**src/pkg/cpfm_regs.svh**
```systemverilog
// timing counts, register offsets, field positions and reset values for the port monitor.
// assumes a 50 MHz system clock; included by the package and the design files.
`ifndef CPFM_REGS_SVH
`define CPFM_REGS_SVH

`define CPFM_CLK_HZ          50000000
`define CPFM_DEGLITCH_US     8
`define CPFM_LOAD_ON_MS      200
`define CPFM_LOAD_OFF_MS     3000
`define CPFM_DEGLITCH_CYC    ((`CPFM_DEGLITCH_US * (`CPFM_CLK_HZ / 1000000)))
`define CPFM_LOAD_ON_CYC     ((`CPFM_LOAD_ON_MS * (`CPFM_CLK_HZ / 1000)))
`define CPFM_LOAD_OFF_CYC    ((`CPFM_LOAD_OFF_MS * (`CPFM_CLK_HZ / 1000)))

`define CPFM_OFF_STATUS      4'h0
`define CPFM_OFF_CLEAR       4'h4
`define CPFM_OFF_ENABLE      4'h8
`define CPFM_OFF_STATE       4'hC
`define CPFM_OFF_CONTROL     4'h0

`define CPFM_EV_FAULT        0
`define CPFM_EV_THERMAL      1
`define CPFM_EV_LOAD         2
`define CPFM_EV_INPUT_UNDERVOLTAGE_LOCKOUT         3
`define CPFM_EV_W            4

`define CPFM_MODE_WAKE       4'b0011
`define CPFM_MODE_DCP_AUTO   4'b0111
`define CPFM_MODE_CDP        4'b1111
`define CPFM_MODE_DISCHARGE  3'b000

`define CPFM_ENABLE_RST      32'h0000_0000

`endif
```
**src/pkg/cpfm_pkg.sv**
```systemverilog
// types shared by the port monitor modules.
// assumes cpfm_regs.svh sits beside it on the include path.
`include "cpfm_regs.svh"
package cpfm_pkg;

  // comparator flags from the analog front end, all raw and asynchronous
  typedef struct packed {
    logic over_temp_135;
    logic over_temp_155;
    logic temp_cooled;
    logic in_current_limit;
    logic input_undervoltage_lockout;
    logic above_low_limit_offset;
    logic below_wake_limit;
  } cpfm_sense_type;

  typedef struct packed {
    logic status_n_o;
    logic status_n_oe;
    logic fault_n_o;
    logic fault_n_oe;
  } cpfm_flags_type;

  typedef enum logic [2:0] {
    CPFM_SW_OFF     = 3'b001,
    CPFM_SW_ON      = 3'b010,
    CPFM_SW_THERMAL = 3'b100
  } cpfm_sw_type;

endpackage

```
**src/hdl/cpfm_qual.sv**
```systemverilog
// qualification counter: output rises only after the input held high for a count.
// assumes cond is already synchronous to clk.
`timescale 1ns/10ps
`include "cpfm_regs.svh"
module cpfm_qual #(
  parameter int unsigned COUNT = 10
) (
  input  wire logic clk,
  input  wire logic arst_n,
  input  wire logic cond,
  output logic      qual
);

  localparam int W = $clog2(COUNT + 1);

  logic [W-1:0] cnt_r;
  logic [W-1:0] cnt_nxt;
  logic         qual_r;
  wire          hit = (cnt_r == W'(COUNT - 1));

  // any lapse of the condition restarts the interval
  assign cnt_nxt = (!cond || qual_r) ? '0 : (hit ? '0 : cnt_r + W'(1));

  always_ff @(posedge clk or negedge arst_n) begin
    if (!arst_n) begin
      cnt_r  <= '0;
      qual_r <= 1'b0;
    end else begin
      cnt_r <= cnt_nxt;
      // release is immediate so a lapse never leaves a stale qualified level behind
      if (!cond) begin
        qual_r <= 1'b0;
      end else if (hit) begin
        qual_r <= 1'b1;
      end
    end
  end

  assign qual = qual_r;

  a_qual_hold: assert property (@(posedge clk) disable iff (!arst_n)
    $rose(qual_r) |-> $past(cond) && $past(cnt_r) == W'(COUNT - 1))
    else $error("qualified output rose without full interval");

  a_qual_lapse: assert property (@(posedge clk) disable iff (!arst_n)
    !cond |=> !qual_r)
    else $error("qualified output held after condition lapsed");

endmodule

```
**src/hdl/cpfm_top.sv**
```systemverilog
// port power switch supervisor: switch enable, fault and load-status flags, events.
// assumes raw comparator flags and mode pins are asynchronous; software on a plain strobe port.
//
// Our own choices: strobed register access and the address map.
`timescale 1ns/10ps
`include "cpfm_regs.svh"

module cpfm_top #(
  parameter int unsigned DEGLITCH_CYC = `CPFM_DEGLITCH_CYC,
  parameter int unsigned LOAD_ON_CYC  = `CPFM_LOAD_ON_CYC,
  parameter int unsigned LOAD_OFF_CYC = `CPFM_LOAD_OFF_CYC
) (
  input  wire logic                   clk,
  input  wire logic                   arst_n,
  input  wire cpfm_pkg::cpfm_sense_type sense,
  input  wire logic                   switch_enable_in,
  input  wire logic                   charge_mode_select_0,
  input  wire logic                   charge_mode_select_1,
  input  wire logic                   charge_mode_select_2,
  input  wire logic                   limit_choice_input,
  output cpfm_pkg::cpfm_flags_type    flags,
  output logic                        power_switch_on,
  output logic                        use_high_limit,
  output logic                        use_wake_limit,
  input  wire logic [3:0]             reg_addr,
  input  wire logic [31:0]            reg_wdata,
  input  wire logic                   reg_wr,
  input  wire logic                   reg_rd,
  output logic [31:0]                 reg_rdata,
  output logic                        irq
);

  // ==========================================================
  // input synchronisers
  // ==========================================================
  localparam int NIN = 12;

  logic [NIN-1:0] raw_in;
  logic [NIN-1:0] sync1_r;
  logic [NIN-1:0] sync2_r;

  assign raw_in = {sense, switch_enable_in, charge_mode_select_0, charge_mode_select_1,
                   charge_mode_select_2, limit_choice_input};

  // first stage is read only by the second stage
  always_ff @(posedge clk or negedge arst_n) begin
    if (!arst_n) begin
      sync1_r <= '0;
      sync2_r <= '0;
    end else begin
      sync1_r <= raw_in;
      sync2_r <= sync1_r;
    end
  end

  cpfm_pkg::cpfm_sense_type s;
  wire        en_s;
  wire [3:0]  mode;

  assign s    = sync2_r[NIN-1:5];
  assign en_s = sync2_r[4];
  assign mode = sync2_r[3:0];

  // ==========================================================
  // mode decode
  // ==========================================================
  wire mode_wake     = (mode == `CPFM_MODE_WAKE);
  wire mode_ppm      = (mode == `CPFM_MODE_DCP_AUTO) || (mode == `CPFM_MODE_CDP);
  wire mode_discharg = (mode[3:1] == `CPFM_MODE_DISCHARGE);
  wire over_temp     = s.over_temp_155 || (s.over_temp_135 && s.in_current_limit);

  // ==========================================================
  // fault flag path
  // ==========================================================
  logic ilim_deg;

  cpfm_qual #(
    .COUNT (DEGLITCH_CYC)
  ) u_deglitch (
    .clk    (clk),
    .arst_n (arst_n),
    .cond   (s.in_current_limit),
    .qual   (ilim_deg)
  );

  logic thermal_off_r;
  logic fault_r;
  wire  fault_nxt = thermal_off_r || over_temp || ilim_deg;

  // ==========================================================
  // switch control
  // ==========================================================
  cpfm_pkg::cpfm_sw_type sw_r;
  cpfm_pkg::cpfm_sw_type sw_nxt;

  wire sw_allowed = en_s && !s.input_undervoltage_lockout && !mode_discharg;

  always_comb begin
    sw_nxt = sw_r;
    case (sw_r)
      cpfm_pkg::CPFM_SW_OFF: begin
        if (sw_allowed && !over_temp) begin
          sw_nxt = cpfm_pkg::CPFM_SW_ON;
        end
      end
      cpfm_pkg::CPFM_SW_ON: begin
        if (over_temp) begin
          sw_nxt = cpfm_pkg::CPFM_SW_THERMAL;
        end else if (!sw_allowed) begin
          sw_nxt = cpfm_pkg::CPFM_SW_OFF;
        end
      end
      cpfm_pkg::CPFM_SW_THERMAL: begin
        // restart only once the hysteresis comparator reports cooling
        if (s.temp_cooled && !s.over_temp_155) begin
          sw_nxt = cpfm_pkg::CPFM_SW_OFF;
        end
      end
      default: sw_nxt = cpfm_pkg::CPFM_SW_OFF;
    endcase
  end

  always_ff @(posedge clk or negedge arst_n) begin
    if (!arst_n) begin
      sw_r          <= cpfm_pkg::CPFM_SW_OFF;
      thermal_off_r <= 1'b0;
      fault_r       <= 1'b0;
    end else begin
      sw_r          <= sw_nxt;
      thermal_off_r <= (sw_nxt == cpfm_pkg::CPFM_SW_THERMAL);
      fault_r       <= fault_nxt;
    end
  end

  // ==========================================================
  // load status
  // ==========================================================
  logic load_high;

  cpfm_qual #(
    .COUNT (LOAD_ON_CYC)
  ) u_load_on (
    .clk    (clk),
    .arst_n (arst_n),
    .cond   (s.above_low_limit_offset && mode_ppm),
    .qual   (load_high)
  );

  logic load_low_done;

  // release needs 3 s below threshold; mode exit releases at once
  cpfm_qual #(
    .COUNT (LOAD_OFF_CYC)
  ) u_load_off (
    .clk    (clk),
    .arst_n (arst_n),
    .cond   (!s.above_low_limit_offset),
    .qual   (load_low_done)
  );

  logic ppm_active_r;
  logic status_r;

  always_ff @(posedge clk or negedge arst_n) begin
    if (!arst_n) begin
      ppm_active_r <= 1'b0;
    end else if (!mode_ppm) begin
      ppm_active_r <= 1'b0;
    end else if (load_high) begin
      ppm_active_r <= 1'b1;
    end else if (load_low_done) begin
      ppm_active_r <= 1'b0;
    end
  end

  wire status_nxt = mode_wake ? s.below_wake_limit :
                    mode_ppm  ? ppm_active_r : 1'b0;

  always_ff @(posedge clk or negedge arst_n) begin
    if (!arst_n) begin
      status_r <= 1'b0;
    end else begin
      status_r <= status_nxt;
    end
  end

  // in wake mode light load selects wake limit, otherwise high limit
  wire   limit_high_sel  = mode[0] || mode == 4'b0010 || mode == 4'b0110;
  assign use_wake_limit  = mode_wake && s.below_wake_limit;
  assign use_high_limit  = !use_wake_limit && (mode_wake || limit_high_sel);

  assign power_switch_on   = (sw_r == cpfm_pkg::CPFM_SW_ON);
  assign flags.fault_n_o   = 1'b0;
  assign flags.fault_n_oe  = fault_r;
  assign flags.status_n_o  = 1'b0;
  assign flags.status_n_oe = status_r;

  // ==========================================================
  // event registers
  // ==========================================================
  logic [`CPFM_EV_W-1:0] ev_prev_r;
  logic [`CPFM_EV_W-1:0] ev_stat_r;
  logic [`CPFM_EV_W-1:0] ev_en_r;
  logic [31:0]           rdata_r;
  logic [`CPFM_EV_W-1:0] ev_now;
  logic [`CPFM_EV_W-1:0] ev_set;
  logic [`CPFM_EV_W-1:0] ev_clr;

  assign ev_now = {s.input_undervoltage_lockout, status_r, thermal_off_r, fault_r};
  assign ev_set = ev_now & ~ev_prev_r;
  assign ev_clr = (reg_wr && reg_addr == `CPFM_OFF_CLEAR) ? reg_wdata[`CPFM_EV_W-1:0] : '0;

  wire wr_en = reg_wr && reg_addr == `CPFM_OFF_ENABLE;

  // set beats clear in the same cycle
  always_ff @(posedge clk or negedge arst_n) begin
    if (!arst_n) begin
      ev_prev_r <= '0;
      ev_stat_r <= '0;
      ev_en_r   <= '0;
    end else begin
      ev_prev_r <= ev_now;
      ev_stat_r <= (ev_stat_r & ~ev_clr) | ev_set;
      if (wr_en) begin
        ev_en_r <= reg_wdata[`CPFM_EV_W-1:0];
      end
    end
  end

  wire [31:0] state_word = {24'h00_0000, sw_r, power_switch_on, mode};
  wire [31:0] rd_mux = (reg_addr == `CPFM_OFF_STATUS) ? {28'h000_0000, ev_stat_r} :
                       (reg_addr == `CPFM_OFF_ENABLE) ? {28'h000_0000, ev_en_r} :
                       (reg_addr == `CPFM_OFF_STATE)  ? state_word : 32'h0000_0000;

  always_ff @(posedge clk or negedge arst_n) begin
    if (!arst_n) begin
      rdata_r <= '0;
    end else begin
      rdata_r <= reg_rd ? rd_mux : 32'h0000_0000;
    end
  end

  assign reg_rdata = rdata_r;
  assign irq       = |(ev_stat_r & ev_en_r);

  // ==========================================================
  // checks
  // ==========================================================
  a_fault_ot_now: assert property (@(posedge clk) disable iff (!arst_n)
    over_temp |=> flags.fault_n_oe)
    else $error("fault flag late on over-temperature");

  a_fault_clear: assert property (@(posedge clk) disable iff (!arst_n)
    (!fault_nxt) |=> !flags.fault_n_oe)
    else $error("fault flag held after cause cleared");

  a_ilim_glitch: assert property (@(posedge clk) disable iff (!arst_n)
    (!s.in_current_limit && !over_temp && !thermal_off_r) ##1 (!over_temp && !thermal_off_r)
      |=> !flags.fault_n_oe)
    else $error("current limit glitch reached fault flag");

  a_input_undervoltage_lockout_off: assert property (@(posedge clk) disable iff (!arst_n)
    s.input_undervoltage_lockout |=> !power_switch_on)
    else $error("switch on during undervoltage lockout");

  a_hot155_off: assert property (@(posedge clk) disable iff (!arst_n)
    s.over_temp_155 |=> !power_switch_on)
    else $error("switch on above upper thermal threshold");

  a_hot135_lim: assert property (@(posedge clk) disable iff (!arst_n)
    (s.over_temp_135 && s.in_current_limit) |=> !power_switch_on)
    else $error("switch on while hot in current limit");

  a_status_mode: assert property (@(posedge clk) disable iff (!arst_n)
    (!mode_wake && !mode_ppm) |=> !flags.status_n_oe)
    else $error("status flag asserted outside its modes");

  a_wake_status: assert property (@(posedge clk) disable iff (!arst_n)
    (mode_wake && s.below_wake_limit) |=> flags.status_n_oe)
    else $error("light load not signalled in wake mode");

  a_ppm_rise: assert property (@(posedge clk) disable iff (!arst_n)
    $rose(ppm_active_r) |-> $past(load_high) && $past(mode_ppm))
    else $error("load status without qualified overload");

  a_wake_limit: assert property (@(posedge clk) disable iff (!arst_n)
    mode_wake |-> (use_wake_limit != use_high_limit))
    else $error("wake mode limit choice not exclusive");

  a_ppm_release: assert property (@(posedge clk) disable iff (!arst_n)
    $fell(ppm_active_r) |-> $past(load_low_done) || !$past(mode_ppm))
    else $error("load status released before low interval");

  a_ppm_mode: assert property (@(posedge clk) disable iff (!arst_n)
    !mode_ppm |=> !ppm_active_r)
    else $error("power management active outside its modes");

  a_thermal_hold: assert property (@(posedge clk) disable iff (!arst_n)
    (sw_r == cpfm_pkg::CPFM_SW_THERMAL && !s.temp_cooled)
      |=> (sw_r == cpfm_pkg::CPFM_SW_THERMAL))
    else $error("thermal shutdown left before cooling");

  a_cool_restart: assert property (@(posedge clk) disable iff (!arst_n)
    (sw_r == cpfm_pkg::CPFM_SW_THERMAL && s.temp_cooled && !s.over_temp_155)
      |=> (sw_r == cpfm_pkg::CPFM_SW_OFF))
    else $error("no restart after cooling");

  a_thermal_fault: assert property (@(posedge clk) disable iff (!arst_n)
    thermal_off_r |=> flags.fault_n_oe)
    else $error("fault flag released during thermal shutdown");

  a_ilim_fault: assert property (@(posedge clk) disable iff (!arst_n)
    ilim_deg |=> flags.fault_n_oe)
    else $error("qualified current limit not on fault flag");

  a_wake_high: assert property (@(posedge clk) disable iff (!arst_n)
    (mode_wake && !s.below_wake_limit) |-> use_high_limit)
    else $error("wake mode without light load not on high limit");

endmodule

```
**config.mk**
```make
export PLATFORM = sky130hd
export DESIGN_NAME = cpfm_top
export DESIGN_NICKNAME = d
export VERILOG_FILES = /design/src/pkg/cpfm_pkg.sv /design/src/hdl/cpfm_qual.sv /design/src/hdl/cpfm_top.sv
export VERILOG_INCLUDE_DIRS = /design/src /design/src/pkg
export SDC_FILE = /design/constraint.sdc
export NUM_CORES = 1
export LEC_CHECK = 0
export BUFFER_PORTS_ARGS = -buffer_cell sky130_fd_sc_hd__buf_4
export CAP_MARGIN = 20
export CORE_MARGIN = 4
export CORE_UTILIZATION = 45
export DETAILED_ROUTE_END_ITERATION = 10
export PLACE_DENSITY_LB_ADDON = 0.25
export SETUP_SLACK_MARGIN = 0.02
export SYNTH_ARGS = -nofsm -noshare
export SYNTH_HDL_FRONTEND = slang
export SYNTH_SLANG_ARGS = --single-unit
```
**constraint.sdc**
```tcl
create_clock -name clk -period 3.01 [get_ports clk]
set_input_delay 0.1505 -clock clk [delete_from_list [all_inputs] [get_ports clk]]
set_output_delay 0.1505 -clock clk [all_outputs]
set_load 0.02 [all_outputs]
```
; Yosys cells after proc, flatten, opt, wreduce, memory -nomap -nowiden
; Index checks and enable logic that the tools add are counted.
; W data, S select, Z words.
[op_classes]
addsub = 3
n_eq_ne = 18
mux = 27
bitwise = 6
reduce_logical = 31
[ops]
columns = cell, count
row1 = $mux W28, 2
row2 = $mux W24, 2
row3 = $mux W8, 4
row4 = $add A28 B1 Y28 const B, 1
row5 = $eq A28 B28 Y1 const B, 1
row6 = $add A24 B1 Y24 const B, 1
row7 = $eq A24 B24 Y1 const B, 1
row8 = $mux W9, 2
row9 = $and A4 B4 Y4, 3
row10 = $eq A4 B3 Y1 const B, 3
row11 = $eq A4 B4 Y1 const B, 3
row12 = $mux W3, 4
row13 = $mux W1, 11
row14 = $logic_and A1 B1 Y1, 10
row15 = $logic_or A1 B1 Y1, 10
row16 = $add A9 B1 Y9 const B, 1
row17 = $eq A9 B9 Y1 const B, 1
row18 = $pmux W3 S3, 1
row19 = $eq A4 B2 Y1 const B, 2
row20 = $not A4 Y4, 2
row21 = $logic_not A1 Y1, 7
row22 = $eq A3 B3 Y1 const B, 2
row23 = $logic_not A4 Y1, 1
row24 = $mux W4, 1
row25 = other kinds (9), 9
[totals]
reg_bits = 115
inputBits = 52
output_inout_bits = 40
wordCells = 102

; Logic depth before layout (Yosys ltp)
[depth]
depth_word = 7
ltp_mapped = 6
depth_no_buf = 5

; By module
; A second synthesis with hierarchy kept.
[hier_totals]
hier_cells = 496
hier_area_um2 = 5376.4
[modules_own_cells]
columns = module, instances, cells_per_inst, area_each_um2, seq_area_each_um2
row1 = cpfm_top, 1, 155, 1993.2, 1277.5
row2 = cpfm_qual (u_load_off), 1, 164, 1584.0, 725.7
row3 = cpfm_qual (u_load_on), 1, 133, 1337.5, 625.6
row4 = cpfm_qual (u_deglitch), 1, 44, 461.7, 250.2

; Worst setup path before layout
; Ideal clock, no wire load.
[synth_timing]
kind = register to register
startpoint = reg u_load_off.cnt_r[18]
endpoint = reg u_load_off.cnt_r[3]
setup_ns = 0.132
t_arrival_ns = 1.781
t_required_ns = 2.878
path_slack_ns = 1.097
path_stages_with_launch = 6
n_path_buf = 1
synth_period_minus_slack_ns = 1.913
path_cell_list = dfrtp_1 > nor4b_1 > nand4_1 > o41ai_2 > clkbuf_1 > nor2_1
[synth_between]
elab_chain_len = 3
[synth_lines]
columns = element, line
row1 = "start, declared", cpfm_qual.sv:16  ; logic [W-1:0] cnt_r;
row2 = "start signal, assigned", cpfm_qual.sv:29  ; cnt_r <= cnt_nxt;
row3 = $eq A28 B28 Y1, cpfm_qual.sv:19  ; wire hit = (cnt_r == W'(COUNT - 1));
row4 = $mux W28 (2 in series), cpfm_qual.sv:22  ; assign cnt_nxt = (!cond || qual_r) ? '0 : (hit ? '0 : cnt_r + W'(1));
row5 = named net u_load_off.cnt_nxt[3], cpfm_qual.sv:17  ; logic [W-1:0] cnt_nxt;
; The timed path passes the listed nets, and every way through them passes these cells.
; A chain may end at the register's enable or synchronous reset.

; Worst setup path after layout
[layout_timing]
startpoint = reg sync2_r[1]
endpoint = out use_high_limit
[layout_between]
elab_chain_len = 5
word_cells_on_any_way = 9
classes_between = eq/ne (3) / reduce/logical (6)
[layout_lines]
columns = element, line
row1 = "start, declared", cpfm_top.sv:40  ; logic [NIN-1:0] sync2_r;
row2 = "start signal, assigned", cpfm_top.sv:52  ; sync2_r <= sync1_r;
row3 = $eq A4 B2 Y1, cpfm_top.sv:188  ; wire limit_high_sel = mode[0] || mode == 4'b0010 || mode == 4'b0110;
row4 = $logic_or A1 B1 Y1 (2 in series), cpfm_top.sv:188
row5 = $logic_or A1 B1 Y1, cpfm_top.sv:190  ; assign use_high_limit = !use_wake_limit && (mode_wake || limit_high_sel);
row6 = $logic_and A1 B1 Y1 (*), cpfm_top.sv:190
row7 = "end, declared", cpfm_top.sv:23  ; output logic use_high_limit,
; Mark *: on every way between the ends. The rest lies on a longest branch, timed or not.

==> flow_summary.json <==
{
  "status": "finished clean",
  "cts.clk_slew.worst_paths_ps": 50,
  "fin_skew_ps": 5.88,
  "slew_violations": 0,
  "dpl-instance-area_mm2": 0.00548,
  "root_buffer": "clkbuf_16",
  "fmax_mhz": 469,
  "cp.arrival_ps": 1980,
  "vias_per_cell": 5.28,
  "yosysSeqAreaShare": 0.561,
  "grt_max_degree": 86,
  "final_core_util": 0.569,
  "rrSetupSlack_ps": 930,
  "drc": 0,
  "synth.top_cells.by_area": "dfrtp_1 56%, buf_4 4.1%, nor2_1 3.7%, xor2_1 3.1%, nand2_1 3.0%",
  "setup_slack_ps": 877,
  "start_util": 0.468,
  "pin_count": 92,
  "hold_path_class": "in2reg",
  "min_period_over_period": 0.709,
  "cts_made_buffers": 17,
  "rsz0062_at_grt": "no",
  "drive_above_1_share": 0.136,
  "wire_per_inst_um": 14.3,
  "fin_crit_ps": 2130,
  "peakVddDrop_v": 0.000538,
  "numPortBuffers": 37,
  "cap_violations": 0,
  "cts_sinks": 115,
  "maxSlewHeadroom": 0.421,
  "die-area_mm2": 0.0132,
  "antenna_found_initial": 0,
  "grt_util_all_layers": 0.168,
  "tightest_slew_ps": 861,
  "pre_cts_slack_ps": 907,
  "area_growth_pct": 21.6,
  "hpwlAfterDp_um": 6820,
  "vias": 3736,
  "layout.cells.non_filler": 707,
  "cts_tree": "yes",
  "synth_top_area_cell": "dfrtp_1",
  "reg2regPathDepth": 5,
  "die_w_um": 115,
  "gr-total-overflow": 0,
  "crit_path_start_kind": "register",
  "finalHoldViolations": 0,
  "hold_depth": 3,
  "drt_pass1_iterations": 6,
  "place_congestion": 0.797,
  "synthFlopType": "dfrtp_1",
  "p_leak_nw": 2.70,
  "ctsHtreeMaxLevel": 4,
  "final_nets": 609,
  "die_height_um": 115,
  "synth_seq_cells": 115,
  "holdWs_ps": 52.3,
  "num_rows": 38,
  "worstPathMaxFanout": 6,
  "tns_ps": 0,
  "avgSynthCellArea_um2": 10.5,
  "fin_area_mm2": 0.00625,
  "drtAntennaViolNets": 0,
  "n_antenna_cell": 0,
  "postSynthCellCount": 491,
  "synth.distinct_cells": 44,
  "ys_warn_count": 0,
  "grt_pass1_wl_um": 17700,
  "powerDensity_mw_per_mm2": 611,
  "setup_viol": 0,
  "post_cts_buffers": 0,
  "critPathRequiredTime_ps": 2860,
  "routed_wl_um": 10100,
  "synth_edf_count": 0,
  "core_mm2": 0.0110,
  "drtIter0Drc": 187,
  "cts_buffer_depth": 2,
  "dp_cells": 658,
  "grt_pass1_vias": 3744,
  "p_total_mw": 3.81,
  "worst-setup-path-type": "reg2out",
  "yosys.area.top_type_share": 0.556,
  "critPathCaptureType": "output pin",
  "synth-async-reset-ratio": 1.00,
  "syn_area_mm2": 0.00513,
  "clock_latency_ps": 410
}
[power breakdown]
group	internal [mW]	leakage (nW)	total, mW	switching (mW)
Clock	1.31	0.284	1.97	0.667
Sequential	1.60	1.51	1.63	0.0375
Combinational	0.0850	0.899	0.207	0.122
[cells in the mapped netlist, drive strengths merged, types with 2 or more instances]
library cell / instances
nor2: 50
a21oi: 28
xor2: 18
xnor2: 16
nor4: 6
nand4: 18
clkbuf: 10
nor3: 14
a22oi: 2
mux2: 4
and3: 9
o31ai: 11
nand3: 18
inv: 14
or4: 15
nand2: 41
nor2b: 3
nor4bb: 2
buf: 29
ha: 3
a22o: 3
and4: 8
nor4b: 5
o21ai: 16
and2: 5
or3: 14
dfrtp: 114
a21o: 2
[what timing repair did]
action,in CTS,in global routing
resized for setup,0,0
endpoints found under the hold margin,46,0
hold buffers,17,0
[worst max-delay path: stages, from the launching register on]
cell and delay, ps:
dfrtp_1 470, nand2_1 100, nor4b_1 680, nor2_1 130, buf_4 190
[layout by cell type (no fill, tap or decap), drive strengths merged, types with 3 or more instances in the layout]
master | Yosys | layout
and3 | 9 | 9
xor2 | 18 | 18
clkbuf | 10 | 25
mux2 | 4 | 4
inv | 14 | 14
nor3 | 14 | 14
nor4 | 6 | 6
or3 | 14 | 14
o21ai | 16 | 16
o31ai | 11 | 11
and2 | 5 | 5
nor4b | 5 | 5
conb | 1 | 26
nor2b | 3 | 3
buf | 29 | 41
dfrtp | 114 | 114
nand4 | 18 | 18
ha | 3 | 3
xnor2 | 16 | 16
nand2 | 41 | 41
a22o | 3 | 3
nor2 | 50 | 50
or4 | 15 | 15
dlygate4sd3 | 0 | 17
and4 | 8 | 8
nand3 | 18 | 18
clkinv | 0 | 3
a21oi | 28 | 28
[cell type report]
cell class	count	area, um^2
Sequential cell	115	2880
Inverter	14	52.6
Multi-Input combinational cell	348	2060
Tap cell	140	175
Clock inverter	7	97.6
Clock buffer	25	495
Timing Repair Buffer	58	490
Fill cell	936	4740
[flip-flops by register name, indices dropped and copies added, names as in the netlist, 3 cells and up]
register	cells
sync1_r	12
ev_prev_r	4
u_load_on.cnt_r	24
ev_en_r	4
sync2_r	12
sw_r	3
reg_rdata	8
ev_stat_r	4
u_deglitch.cnt_r	9
u_load_off.cnt_r	28
[kinds of logic after synthesis]
group                    Yosys count  share of synthesized area
AND/OR/NAND/NOR                  212                      0.222
AO/OA/AOI/OAI                     69                     0.0831
multiplexers                       4                    0.00877
XOR/XNOR                          34                     0.0580
adder cells (fa/ha/maj)            3                    0.00731
buffers and inverters             53                     0.0595
other                              1                   0.000730
flip-flops                       115                      0.561
[worst paths after layout]
path | from | endpoint
hold / removal | reg_addr[3] | reg_rdata[6]
hold reg to reg | sync1_r[8] | sync2_r[8]
max in group asynchronous | arst_n | sw_r[0]
setup / recovery | sync2_r[1] | use_high_limit
setup reg to reg | u_load_on.cnt_r[0] | u_load_on.cnt_r[22]
min in group asynchronous | arst_n | reg_rdata[3]
[metal layers]
metal | track usage | up-vias | part of all wire
li1 | - | 1819 | -
met1 | 0.216 | 1844 | 0.45
met2 | 0.270 | 55 | 0.49
met3 | 0.0558 | 18 | 0.040
met4 | 0.0540 | 0 | 0.014
met5 | 0 | - | 0
No activity file was read; power rests on OpenSTA's default activity.
